File: config.mk
export PLATFORM = sky130hd
export DESIGN_NAME = ebc_ctrl
export DESIGN_NICKNAME = d
export VERILOG_FILES = /design/src/ebc_pkg.sv /design/src/ebc_ctrl.sv
export VERILOG_INCLUDE_DIRS = /design/src
export SDC_FILE = /design/constraint.sdc
export NUM_CORES = 1
export LEC_CHECK = 0
export ABC_AREA = 0
export BUFFER_PORTS_ARGS = -buffer_cell sky130_fd_sc_hd__buf_4
export CAP_MARGIN = 40
export CORE_MARGIN = 5
export CORE_UTILIZATION = 43
export DETAILED_ROUTE_END_ITERATION = 10
export MAX_ROUTING_LAYER = met4
export PLACE_DENSITY = 0.81
export SLEW_MARGIN = 10
export SYNTH_ARGS = -nofsm -noshare
export SYNTH_HDL_FRONTEND = slang
export SYNTH_SLANG_ARGS = --single-unit
File: constraint.sdc
create_clock -name core_clk -period 2.69 [get_ports core_clk]
set_input_delay 0.538 -clock core_clk [delete_from_list [all_inputs] [get_ports core_clk]]
set_output_delay 0.538 -clock core_clk [all_outputs]
set_load 0.005 [all_outputs]
File: src/ebc_map.svh
// Constants of the external bus controller: encodings, reset values, counts
`ifndef EBC_MAP_SVH
`define EBC_MAP_SVH

// ==========================================================================
// Bus type encodings
`define EBC_BT_8_DEMUX      2'h0
`define EBC_BT_8_MUX        2'h1
`define EBC_BT_16_DEMUX     2'h2
`define EBC_BT_16_MUX       2'h3

// ==========================================================================
// Segment line select encodings
`define EBC_SAL_TWO         2'h3
`define EBC_SAL_SEVEN       2'h2
`define EBC_SAL_NONE        2'h1
`define EBC_SEG_TWO_MASK    7'h03
`define EBC_SEG_SEVEN_MASK  7'h7F

// ==========================================================================
// Reset values, field positions and window count
`define EBC_CFG_RESET       16'h0000
`define EBC_WIN_LSB         12
`define EBC_SEG_LSB         16
`define EBC_NUM_WIN         4

// ==========================================================================
// Timing counts in core clock cycles
`define EBC_ALE_CYCLES      1
`define EBC_ALE_EXT_CYCLES  1
`define EBC_RW_DLY_CYCLES   1

`endif

File: src/ebc_pkg.sv
// Types shared by the external bus controller
package ebc_pkg;

    typedef struct packed {
        logic [4:0] rsvd;
        logic       bus_active;
        logic       cs_use;
        logic [1:0] bus_type;
        logic       ale_ext;
        logic       rw_dly;
        logic [4:0] waits;
    } ebc_cfg_t;

    typedef struct packed {
        logic [11:0] base;
        logic [3:0]  size;
    } ebc_win_t;

    typedef struct packed {
        logic        write;
        logic        word;
        logic [23:0] addr;
        logic [15:0] wdata;
    } ebc_req_t;

    typedef struct packed {
        logic       seg_dis;
        logic [1:0] segment_line_select_field;
        logic [1:0] chip_select_count_field;
    } ebc_rstimg_t;

    typedef enum logic [5:0] {
        EBC_IDLE  = 6'h01,
        EBC_ALE   = 6'h02,
        EBC_LATCH = 6'h04,
        EBC_DLY   = 6'h08,
        EBC_CMD   = 6'h10,
        EBC_END   = 6'h20
    } ebc_state_t;

endpackage

File: src/ebc_ctrl.sv
// External bus controller: windows, reset configuration, bus cycle sequencer
`timescale 1ns/10ps
`include "ebc_map.svh"

module ebc_ctrl
    import ebc_pkg::*;
#(
    parameter int NUM_WIN = `EBC_NUM_WIN
) (
    input  wire logic                core_clk,
    input  wire logic                rstn,
    input  wire logic                external_access_enable_pin,
    input  wire ebc_rstimg_t         reset_config_image,
    input  wire logic                default_bus_config_wr,
    input  wire ebc_cfg_t            default_bus_config_wdata,
    input  wire ebc_cfg_t [NUM_WIN-1:0] window_bus_config,
    input  wire ebc_win_t [NUM_WIN-1:0] window_address_select,
    input  wire logic                req_valid,
    input  wire ebc_req_t            req,
    output logic                     req_ready,
    output logic                     resp_valid,
    output logic [15:0]              resp_rdata,
    output logic                     illegal_bus_access_trap,
    output ebc_cfg_t                 default_bus_config,
    output logic                     single_chip_mode,
    output logic                     save_code_segment_pointer,
    output logic                     ale,
    output logic                     rd_n,
    output logic                     write_low_byte_strobe_n,
    input  wire logic [15:0]         multiplexed_data_port_in,
    output logic [15:0]              multiplexed_data_port_out,
    output logic [1:0]               multiplexed_data_port_oe,
    output logic [15:0]              separate_address_port,
    output logic                     separate_address_port_oe,
    output logic [6:0]               segment_port,
    output logic [NUM_WIN:0]         chip_sel_n
);

    // ======================================================================
    // Helpers
    function automatic logic win_hit(input logic [23:0] a, input ebc_win_t w);
        logic [11:0] m;
        m = 12'hFFF << w.size;
        return ((a[23:`EBC_WIN_LSB] ^ w.base) & m) == 12'h000;
    endfunction

    function automatic logic is_mux(input logic [1:0] bt);
        return bt == `EBC_BT_8_MUX || bt == `EBC_BT_16_MUX;
    endfunction

    function automatic logic is_wide(input logic [1:0] bt);
        return bt == `EBC_BT_16_DEMUX || bt == `EBC_BT_16_MUX;
    endfunction

    // ======================================================================
    // Reset configuration state
    ebc_cfg_t    dflt_reg,  dflt_next;
    ebc_rstimg_t img_reg,   img_next;
    logic        init_reg,  init_next;
    logic        scm_reg,   scm_next;
    logic        csp_reg,   csp_next;

    always_comb begin
        dflt_next = dflt_reg;
        img_next  = img_reg;
        init_next = 1'b1;
        scm_next  = scm_reg;
        csp_next  = csp_reg;
        if (!init_reg) begin
            // Straps are caught on the first edge after reset release
            img_next = reset_config_image;
            scm_next = external_access_enable_pin;
            csp_next = ~reset_config_image.seg_dis;
            if (!external_access_enable_pin) begin
                dflt_next.bus_active = 1'b1;
                dflt_next.bus_type   = multiplexed_data_port_in[1:0];
            end
        end else if (default_bus_config_wr) begin
            dflt_next = default_bus_config_wdata;
        end
    end

    always_ff @(posedge core_clk or negedge rstn) begin
        if (!rstn) begin
            dflt_reg <= `EBC_CFG_RESET;
            img_reg  <= '0;
            init_reg <= 1'b0;
            scm_reg  <= 1'b1;
            csp_reg  <= 1'b1;
        end else begin
            dflt_reg <= dflt_next;
            img_reg  <= img_next;
            init_reg <= init_next;
            scm_reg  <= scm_next;
            csp_reg  <= csp_next;
        end
    end

    // ======================================================================
    // Window selection
    ebc_cfg_t               sel_cfg;
    logic [NUM_WIN:0]       sel_cs;

    always_comb begin
        sel_cfg = dflt_reg;
        sel_cs  = (NUM_WIN+1)'(1);
        // Lowest window wins where windows overlap
        for (int i = NUM_WIN - 1; i >= 0; i--) begin
            if (window_bus_config[i].bus_active
                && win_hit(req.addr, window_address_select[i])) begin
                sel_cfg = window_bus_config[i];
                sel_cs  = '0;
                sel_cs[i+1] = 1'b1;
            end
        end
    end

    // ======================================================================
    // Bus cycle sequencer
    ebc_state_t       st_reg,    st_next;
    ebc_cfg_t         cfg_reg,   cfg_next;
    ebc_req_t         rq_reg,    rq_next;
    logic [4:0]       cnt_reg,   cnt_next;
    logic             rdy_reg,   rdy_next;
    logic             rv_reg,    rv_next;
    logic [15:0]      rd_reg,    rdat_next;
    logic             trap_reg,  trap_next;
    logic             ale_reg,   ale_next;
    logic             rdn_reg,   rdn_next;
    logic             wrn_reg,   wrn_next;
    logic [15:0]      dpo_reg,   dpo_next;
    logic [1:0]       dpe_reg,   dpe_next;
    logic [15:0]      sap_reg,   sap_next;
    logic             sae_reg,   sae_next;
    logic [6:0]       seg_reg,   seg_next;
    logic [NUM_WIN:0] csn_reg,   csn_next;
    logic [6:0]       seg_mask;

    always_comb begin
        case (img_reg.seg_dis ? 2'h0 : img_reg.segment_line_select_field)
            `EBC_SAL_TWO:   seg_mask = `EBC_SEG_TWO_MASK;
            `EBC_SAL_SEVEN: seg_mask = `EBC_SEG_SEVEN_MASK;
            default:        seg_mask = 7'h00;
        endcase
    end

    always_comb begin
        st_next   = st_reg;
        cfg_next  = cfg_reg;
        rq_next   = rq_reg;
        cnt_next  = cnt_reg;
        rdy_next  = rdy_reg;
        rv_next   = 1'b0;
        rdat_next = rd_reg;
        trap_next = 1'b0;
        ale_next  = ale_reg;
        rdn_next  = rdn_reg;
        wrn_next  = wrn_reg;
        dpo_next  = dpo_reg;
        dpe_next  = dpe_reg;
        sap_next  = sap_reg;
        sae_next  = sae_reg;
        seg_next  = seg_reg;
        csn_next  = csn_reg;
        case (st_reg)
            EBC_IDLE: begin
                if (req_valid && rdy_reg && init_reg) begin
                    rdy_next = 1'b0;
                    rq_next  = req;
                    cfg_next = sel_cfg;
                    if (!sel_cfg.bus_active) begin
                        trap_next = 1'b1;
                        rv_next   = 1'b1;
                        rdy_next  = 1'b1;
                    end else begin
                        st_next  = EBC_ALE;
                        cnt_next = sel_cfg.ale_ext ? 5'(`EBC_ALE_EXT_CYCLES) : 5'h00;
                        ale_next = 1'b1;
                        seg_next = req.addr[22:`EBC_SEG_LSB] & seg_mask;
                        csn_next = sel_cfg.cs_use ? ~sel_cs : '1;
                        if (is_mux(sel_cfg.bus_type)) begin
                            // Address overrides held write data at start
                            dpo_next = req.addr[15:0];
                            dpe_next = 2'h3;
                        end else begin
                            sap_next = req.addr[15:0];
                            sae_next = 1'b1;
                            dpe_next = 2'h0;
                        end
                    end
                end
            end
            EBC_ALE: begin
                if (cnt_reg == 5'h00) begin
                    ale_next = 1'b0;
                    st_next  = EBC_LATCH;
                end else begin
                    cnt_next = cnt_reg - 5'h01;
                end
            end
            EBC_LATCH: begin
                // Address removed only after the latch has closed
                if (is_mux(cfg_reg.bus_type)) begin
                    dpe_next = is_wide(cfg_reg.bus_type) ? 2'h0 : 2'h2;
                end
                st_next  = EBC_DLY;
                cnt_next = cfg_reg.rw_dly ? 5'(`EBC_RW_DLY_CYCLES) : 5'h00;
            end
            EBC_DLY: begin
                if (cnt_reg == 5'h00) begin
                    st_next = EBC_CMD;
                end else begin
                    cnt_next = cnt_reg - 5'h01;
                end
            end
            EBC_CMD: st_next = EBC_CMD;
            default: begin
                st_next = EBC_IDLE;
                rdy_next = 1'b1;
            end
        endcase
        if (st_next == EBC_CMD && st_reg != EBC_CMD) begin
            cnt_next = cfg_reg.waits;
            if (rq_reg.write) begin
                wrn_next = 1'b0;
                dpo_next = is_wide(cfg_reg.bus_type) ? rq_reg.wdata
                         : {dpo_reg[15:8], rq_reg.wdata[7:0]};
                dpe_next = is_wide(cfg_reg.bus_type) ? 2'h3
                         : {is_mux(cfg_reg.bus_type), 1'b1};
            end else begin
                rdn_next = 1'b0;
            end
        end
        if (st_reg == EBC_CMD) begin
            if (cnt_reg == 5'h00) begin
                st_next  = EBC_END;
                rdn_next = 1'b1;
                wrn_next = 1'b1;
                if (!rq_reg.write) begin
                    // Data sampled on the same edge that releases the strobe
                    rdat_next = is_wide(cfg_reg.bus_type) ? multiplexed_data_port_in
                              : {8'h00, multiplexed_data_port_in[7:0]};
                end
            end else begin
                cnt_next = cnt_reg - 5'h01;
            end
        end
        if (st_reg == EBC_END) begin
            rv_next  = 1'b1;
            csn_next = '1;
            if (!rq_reg.write) begin
                dpe_next = 2'h0;
            end
        end
    end

    always_ff @(posedge core_clk or negedge rstn) begin
        if (!rstn) begin
            st_reg   <= EBC_IDLE;
            cfg_reg  <= `EBC_CFG_RESET;
            rq_reg   <= '0;
            cnt_reg  <= 5'h00;
            rdy_reg  <= 1'b1;
            rv_reg   <= 1'b0;
            rd_reg   <= 16'h0000;
            trap_reg <= 1'b0;
            ale_reg  <= 1'b0;
            rdn_reg  <= 1'b1;
            wrn_reg  <= 1'b1;
            dpo_reg  <= 16'h0000;
            dpe_reg  <= 2'h0;
            sap_reg  <= 16'h0000;
            sae_reg  <= 1'b0;
            seg_reg  <= 7'h00;
            csn_reg  <= '1;
        end else begin
            st_reg   <= st_next;
            cfg_reg  <= cfg_next;
            rq_reg   <= rq_next;
            cnt_reg  <= cnt_next;
            rdy_reg  <= rdy_next;
            rv_reg   <= rv_next;
            rd_reg   <= rdat_next;
            trap_reg <= trap_next;
            ale_reg  <= ale_next;
            rdn_reg  <= rdn_next;
            wrn_reg  <= wrn_next;
            dpo_reg  <= dpo_next;
            dpe_reg  <= dpe_next;
            sap_reg  <= sap_next;
            sae_reg  <= sae_next;
            seg_reg  <= seg_next;
            csn_reg  <= csn_next;
        end
    end

    // ======================================================================
    // Outputs
    assign req_ready                  = rdy_reg;
    assign resp_valid                 = rv_reg;
    assign resp_rdata                 = rd_reg;
    assign illegal_bus_access_trap    = trap_reg;
    assign default_bus_config         = dflt_reg;
    assign single_chip_mode           = scm_reg;
    assign save_code_segment_pointer  = csp_reg;
    assign ale                        = ale_reg;
    assign rd_n                       = rdn_reg;
    assign write_low_byte_strobe_n    = wrn_reg;
    assign multiplexed_data_port_out  = dpo_reg;
    assign multiplexed_data_port_oe   = dpe_reg;
    assign separate_address_port      = sap_reg;
    assign separate_address_port_oe   = sae_reg;
    assign segment_port               = seg_reg;
    assign chip_sel_n                 = csn_reg;
endmodule

; ---- Yosys cells after proc, flatten, opt, wreduce, memory -nomap -nowiden
; Cells that the tools add are included.
[op_classes]
n_reduce_logical = 30
n_addsub = 1
eq_ne = 21
muxes = 73
n_shift = 4
n_bitwise = 14
[op_table]
columns = operator, n
row1 = 16-bit two-way mux, 8
row2 = 5-bit two-way mux, 15
row3 = 11-bit two-way mux, 5
row4 = 12-bit bitwise AND, 4
row5 = 12-bit logical NOT, 4
row6 = "12-bit by 4-bit left shift with 12-bit output, first input constant", 4
row7 = 12-bit XOR, 4
row8 = 6-bit two-way mux, 6
row9 = 6-bit one-hot mux with 5 select lines, 1
row10 = 2-bit two-way mux, 13
row11 = 1-bit two-way mux, 20
row12 = 5-bit one-hot mux with 3 select lines, 1
row13 = 7-bit one-hot mux with 2 select lines, 1
row14 = "6-bit by 5-bit equality test with 1-bit output, second input constant", 2
row15 = "2-bit equality test, second input constant", 5
row16 = 3-bit AND reduction, 3
row17 = "2-bit inequality test, second input constant", 4
row18 = 2-bit AND reduction, 4
row19 = 4-bit AND reduction, 2
row20 = 2-bit nonzero test, 4
row21 = 7-bit bitwise AND, 1
row22 = 1-bit logical AND, 7
row23 = "6-bit by 1-bit equality test with 1-bit output, second input constant", 1
row24 = "6-bit by 2-bit equality test with 1-bit output, second input constant", 1
row25 = 16 further kinds, 23
[word_totals]
regBits = 127
elab_cells = 176

; ---- Logic depth before layout (Yosys ltp)
[depth]
ltp_word = 18
depth_mapped = 11

; ---- Worst setup path after synthesis
; OpenSTA, ideal clock, no wires.
[synth_path]
path_kind = input-to-reg
from = in req[29] (netlist name)
to = reg sap_reg[10] (netlist: separate_address_port[10])
arrival_ns = 2.775
path_stages = 11
n_path_buf = 3
path_slack_ns = -0.211
path_cell_list = buf_6 xnor2_1 o21ai_1 a2111oi_2 o211ai_1 and2_1 buf_6 a31o_2 nor3_4 buf_8 mux2_4
[synth_between]
elab_chain_len = 12
[synth_rtl]
columns = element, line_no
row1 = from (decl), ebc_ctrl.sv:19  ; input wire ebc_req_t req,
row2 = 12-bit XOR, ebc_ctrl.sv:44  ; return ((a[23:`EBC_WIN_LSB] ^ w.base) & m) == 12'h000;
row3 = 12-bit bitwise AND, ebc_ctrl.sv:44
row4 = 12-bit logical NOT, ebc_ctrl.sv:44
row5 = 1-bit logical AND, ebc_ctrl.sv:110  ; && win_hit(req.addr, window_address_select[i])) begin
row6 = 11-bit two-way mux (3 in a row), ebc_ctrl.sv:109  ; if (window_bus_config[i].bus_active
row7 = 11-bit two-way mux *, ebc_ctrl.sv:109
row8 = 2-bit by 1-bit equality test with 1-bit output (no source line) / 2-bit equality test (equally long branches), --
row9 = 1-bit logical OR (no source line), --
row10 = 1-bit inverter (no source line), --
row11 = 4-bit AND reduction (no source line) *, --
row12 = to (signal assigned), ebc_ctrl.sv:290  ; sap_reg <= sap_next;
row13 = to (decl), ebc_ctrl.sv:133  ; logic [15:0] sap_reg, sap_next;
; Mark *: on every way between the ends. The rest lies on a longest branch, timed or not.
; A chain may end at the register's enable or synchronous reset.

; ---- Worst setup path after layout
[layout_path]
from = in req[39] (netlist name)
to = reg sap_reg[2] (netlist: separate_address_port[2])
; Same word-level chain as after synthesis.

==> impl_summary.log <==
[metrics] Lkg Pwr: just under 5 nW
[metrics] largest net degree at the start of global routing: about 80
[metrics] Vias: between 6k and 7k
[metrics] clock buffers created by TritonCTS: 17
[metrics] post-layout power: between 7 and 8 mW
[metrics] Max rail drop VDD: 0.573 mV
[metrics] unrepaired setup endpoints after global routing: no
[metrics] Largest register FFs: 17
[metrics] post-detailed-route wirelength per cell: between 15 and 20 um
[metrics] proportion of layout cells with a drive suffix above 1: 47.3%
[metrics] sequential area share after synthesis: 47.2%
[metrics] clock share of power: 30.2%
[metrics] commonest non-fill, non-tap cell in the layout: buf_4
[metrics] number of warnings reported in the yosys synthesis log: 0
[metrics] final total negative setup slack: 0 ns
[metrics] # port buffers: around 280
[metrics] total routed wirelength: between 20 and 25 mm
[metrics] switching power: 2.42 mW
[metrics] first-pass GRT wire length: approximately 36 mm
[metrics] Cell Int Power: between 5 and 6 mW
[metrics] ANT cells: 0
[metrics] data required time at the worst endpoint: between 2 and 3 ns
[metrics] core area: approximately 15,000 sq um
[metrics] Max Transition Viols Final: 0
[metrics] syn nets: 904
[metrics] final cycle utilization of the critical path: 97.7%
[metrics] # setup viols final: 0
[metrics] worst min-delay path category: input port to async pin
[metrics] sum of net half-perimeters after detailed placement: roughly 18 mm
[metrics] count of hold buffers inserted by post-cts repair: 0
[metrics] Synth Flop Type: dfrtp_1
[metrics] clock tree sinks: between 100 and 150
[metrics] Initial Utilization: 44.2%
[metrics] Crit. End Element: flop
[metrics] instance area after placement: between 9000 and 10,000 sq um
[metrics] number of enable flip-flop cells after synthesis: 0
[metrics] largest fanout on the critical path: 9
[metrics] Arr. time, crit path: around 2.9 ns
[metrics] clock root buffer: clkbuf_16
[metrics] outcome: finished, final reports clean
[metrics] CTS HTree Levels: 4
[metrics] number of search-and-repair iterations in the first detailed-routing pass: 6
[metrics] Mapped Area: about 6800 sq um
[metrics] final hold violations: 0
[metrics] number of global-route vias before repair: a little under 7k
[metrics] Sw Ratio: a little under a third
[metrics] Cell variety after synth: 70
[metrics] DR iter-0 viols: approximately 480
[metrics] number of top-level pins: 299
[metrics] CTS clk-pin slew, worst paths: 0.06 ns
[metrics] post-route ant nets: 0
[metrics] final non-filler cell total: approximately 1.2k
[metrics] share of synthesized registers carrying an async set or reset: 100%
[metrics] Flop pwr share: a little under two fifths
[metrics] max-slew headroom at the worst pin: around 47%
[metrics] most frequent cells in the layout: buf_4, nand2_1, dfrtp_1, mux2_2, nor2_1
[metrics] clock tree from TritonCTS: built
[metrics] Post-Syn Area per Cell: between 9 and 10 sq um
[metrics] vias per inst: 5.29
[metrics] die boundary height: 135 um
[metrics] number of nets in the layout: between 1k and 1.5k
[metrics] max-cap violations: 0
[metrics] Finished Core Util: around 67%
[metrics] P&R area growth vs syn: 51.1%
[metrics] CP max-delay cell: mux2_2
[metrics] critical path class: input port to flop
[metrics] global placer's final weighted congestion: around 0.93
[metrics] maximum clock frequency: about 380 MHz
[metrics] overall die area: 18,300 sq um
[metrics] cell repeated most along the worst path: buf_4
[metrics] crit path launch type: input port
[metrics] worst-skew pair later-pin latency: roughly 0.42 ns
[metrics] GRT Total Usage: between 20% and 30%
[metrics] power share of the combinational group: between 30% and 40%
[metrics] deepest clock path buffer count: 2
[metrics] Crit path depth: 13
[metrics] Worst R2R Path Depth: 12
[metrics] maximum cell stage delay along the critical path: roughly 0.34 ns
[metrics] total grt overflow: 0
[metrics] count of mapped cells out of synthesis: 691
[metrics] ordered list of cells on the worst path: buf_4 > buf_4 > xnor2_1 > a21oi_1 > a21oi_1 > nand4_1 > buf_4 > o311a_1 > and2_1 > nor3_4 > buf_4 > buf_12 > mux2_2
[metrics] Critical path buffers and inverters: 5
[metrics] # rows: 45
[metrics] clock tree skew after final layout: 0.00807 ns
[metrics] Layout Cell Area excl Fill: approximately 10,000 sq um
[metrics] shortest period the worst path allows: about 2.6 ns
[metrics] antenna violations before repair: 0
[metrics] power density normalized to cell area: 780 nW/um^2
[metrics] die width: ~140 um
[metrics] total instance count after detailed placement: 1,205
[metrics] actual slew at the worst max-slew pin: just under 0.8 ns
[metrics] number of remaining DRC errors: 0
[metrics] dominant delay contributor by cell family on the critical path: buffers and inverters
[metrics] Yosys reg bits: around 130
[final cells by class]
| cell class | count | area [sq um] |
|---|---|---|
| flip-flops and latches | 127 | 3190 |
| multi-input cells | 510 | 3400 |
| clock buffers | 20 | 467 |
| clock inverters | 12 | 158 |
| inverters | 13 | 48.8 |
| well taps | 211 | 264 |
| repair buffers | 348 | 2700 |
| fillers | 1252 | 5090 |
[what timing repair did]
action | 4_1_cts | 5_1_grt
setup endpoints to repair | 0 | 27
setup buffers | 0 | 3
resized for setup | 0 | 6
[through the flow]
stage                     hold WS, ns  setup slack [ns]
final                           0.142            0.0626
after global routing            0.206            0.0167
after CTS                       0.205            0.0539
after detailed placement        0.452            -0.358
after global placement          0.450            -0.306
after floorplan                 0.242            -0.173
[synth_stat cells, drive strengths merged, types with 4 or more instances]
| cell type | instances | area, sq um |
|---|---|---|
| a222oi | 7 | 70.1 |
| xnor2 | 31 | 272 |
| nor4 | 5 | 31.3 |
| nand2 | 141 | 529 |
| nor3 | 6 | 41.3 |
| a21o | 5 | 37.5 |
| nor2b | 4 | 25.0 |
| or3 | 10 | 62.6 |
| a21oi | 34 | 170 |
| o211ai | 7 | 52.6 |
| nand3 | 20 | 100 |
| and3 | 5 | 31.3 |
| dfstp | 11 | 289 |
| o21ai | 33 | 169 |
| or2 | 13 | 81.3 |
| and2 | 8 | 52.6 |
| buf | 19 | 128 |
| dfrtp | 116 | 2900 |
| o221a | 16 | 180 |
| clkbuf | 22 | 83.8 |
| nor2 | 39 | 146 |
| mux2 | 48 | 574 |
| xor2 | 20 | 175 |
| inv | 13 | 48.8 |
| a31oi | 5 | 46.3 |
[final timing paths]
kind                       slack (ns)               startpoint                       endpoint
max                              0.06                  req[39]       separate_address_port[2]
min                              0.14                     rstn  multiplexed_data_port_out[13]
max reg2reg                      0.15               cnt_reg[0]       separate_address_port[2]
min reg2reg                      0.46  write_low_byte_strobe_n        write_low_byte_strobe_n
max in group asynchronous        1.79                     rstn      save_code_segment_pointer
min in group core_clk            0.29    reset_config_image[4]      save_code_segment_pointer
[power groups by stage]
stage	clock, mW	sequential, mW	combinational [mW]
CTS	2.44	2.94	2.62
global route	2.53	3.03	2.87
global placement	0	2.93	2.52
floorplan	0	2.85	1.29
detailed placement	0	2.96	2.59
finish	2.41	2.94	2.62
[kinds of logic after synthesis]
logic type	share of synthesized area, %
and+or+nand+nor	18.4
muxes	8.49
DFF	47.2
adders and majority gates	0.185
xor gates and xnor gates	6.60
buffers and inverters	3.85
other	0.0554
AOI/OAI and AO/OA	15.3
[layer usage]
layer | part of all wire (%) | GRT usage (%) | vias to the layer above | wire length (um)
li1 | - | - | 3090 | -
met1 | 42 | 32.3 | 3149 | 9580
met2 | 50 | 41.8 | 278 | 11400
met3 | 6.5 | 5.39 | 44 | 1490
met4 | 2.3 | 7.78 | 0 | 531
met5 | 0 | - | - | 0
Note: power is estimated with default switching activity, not from simulation.
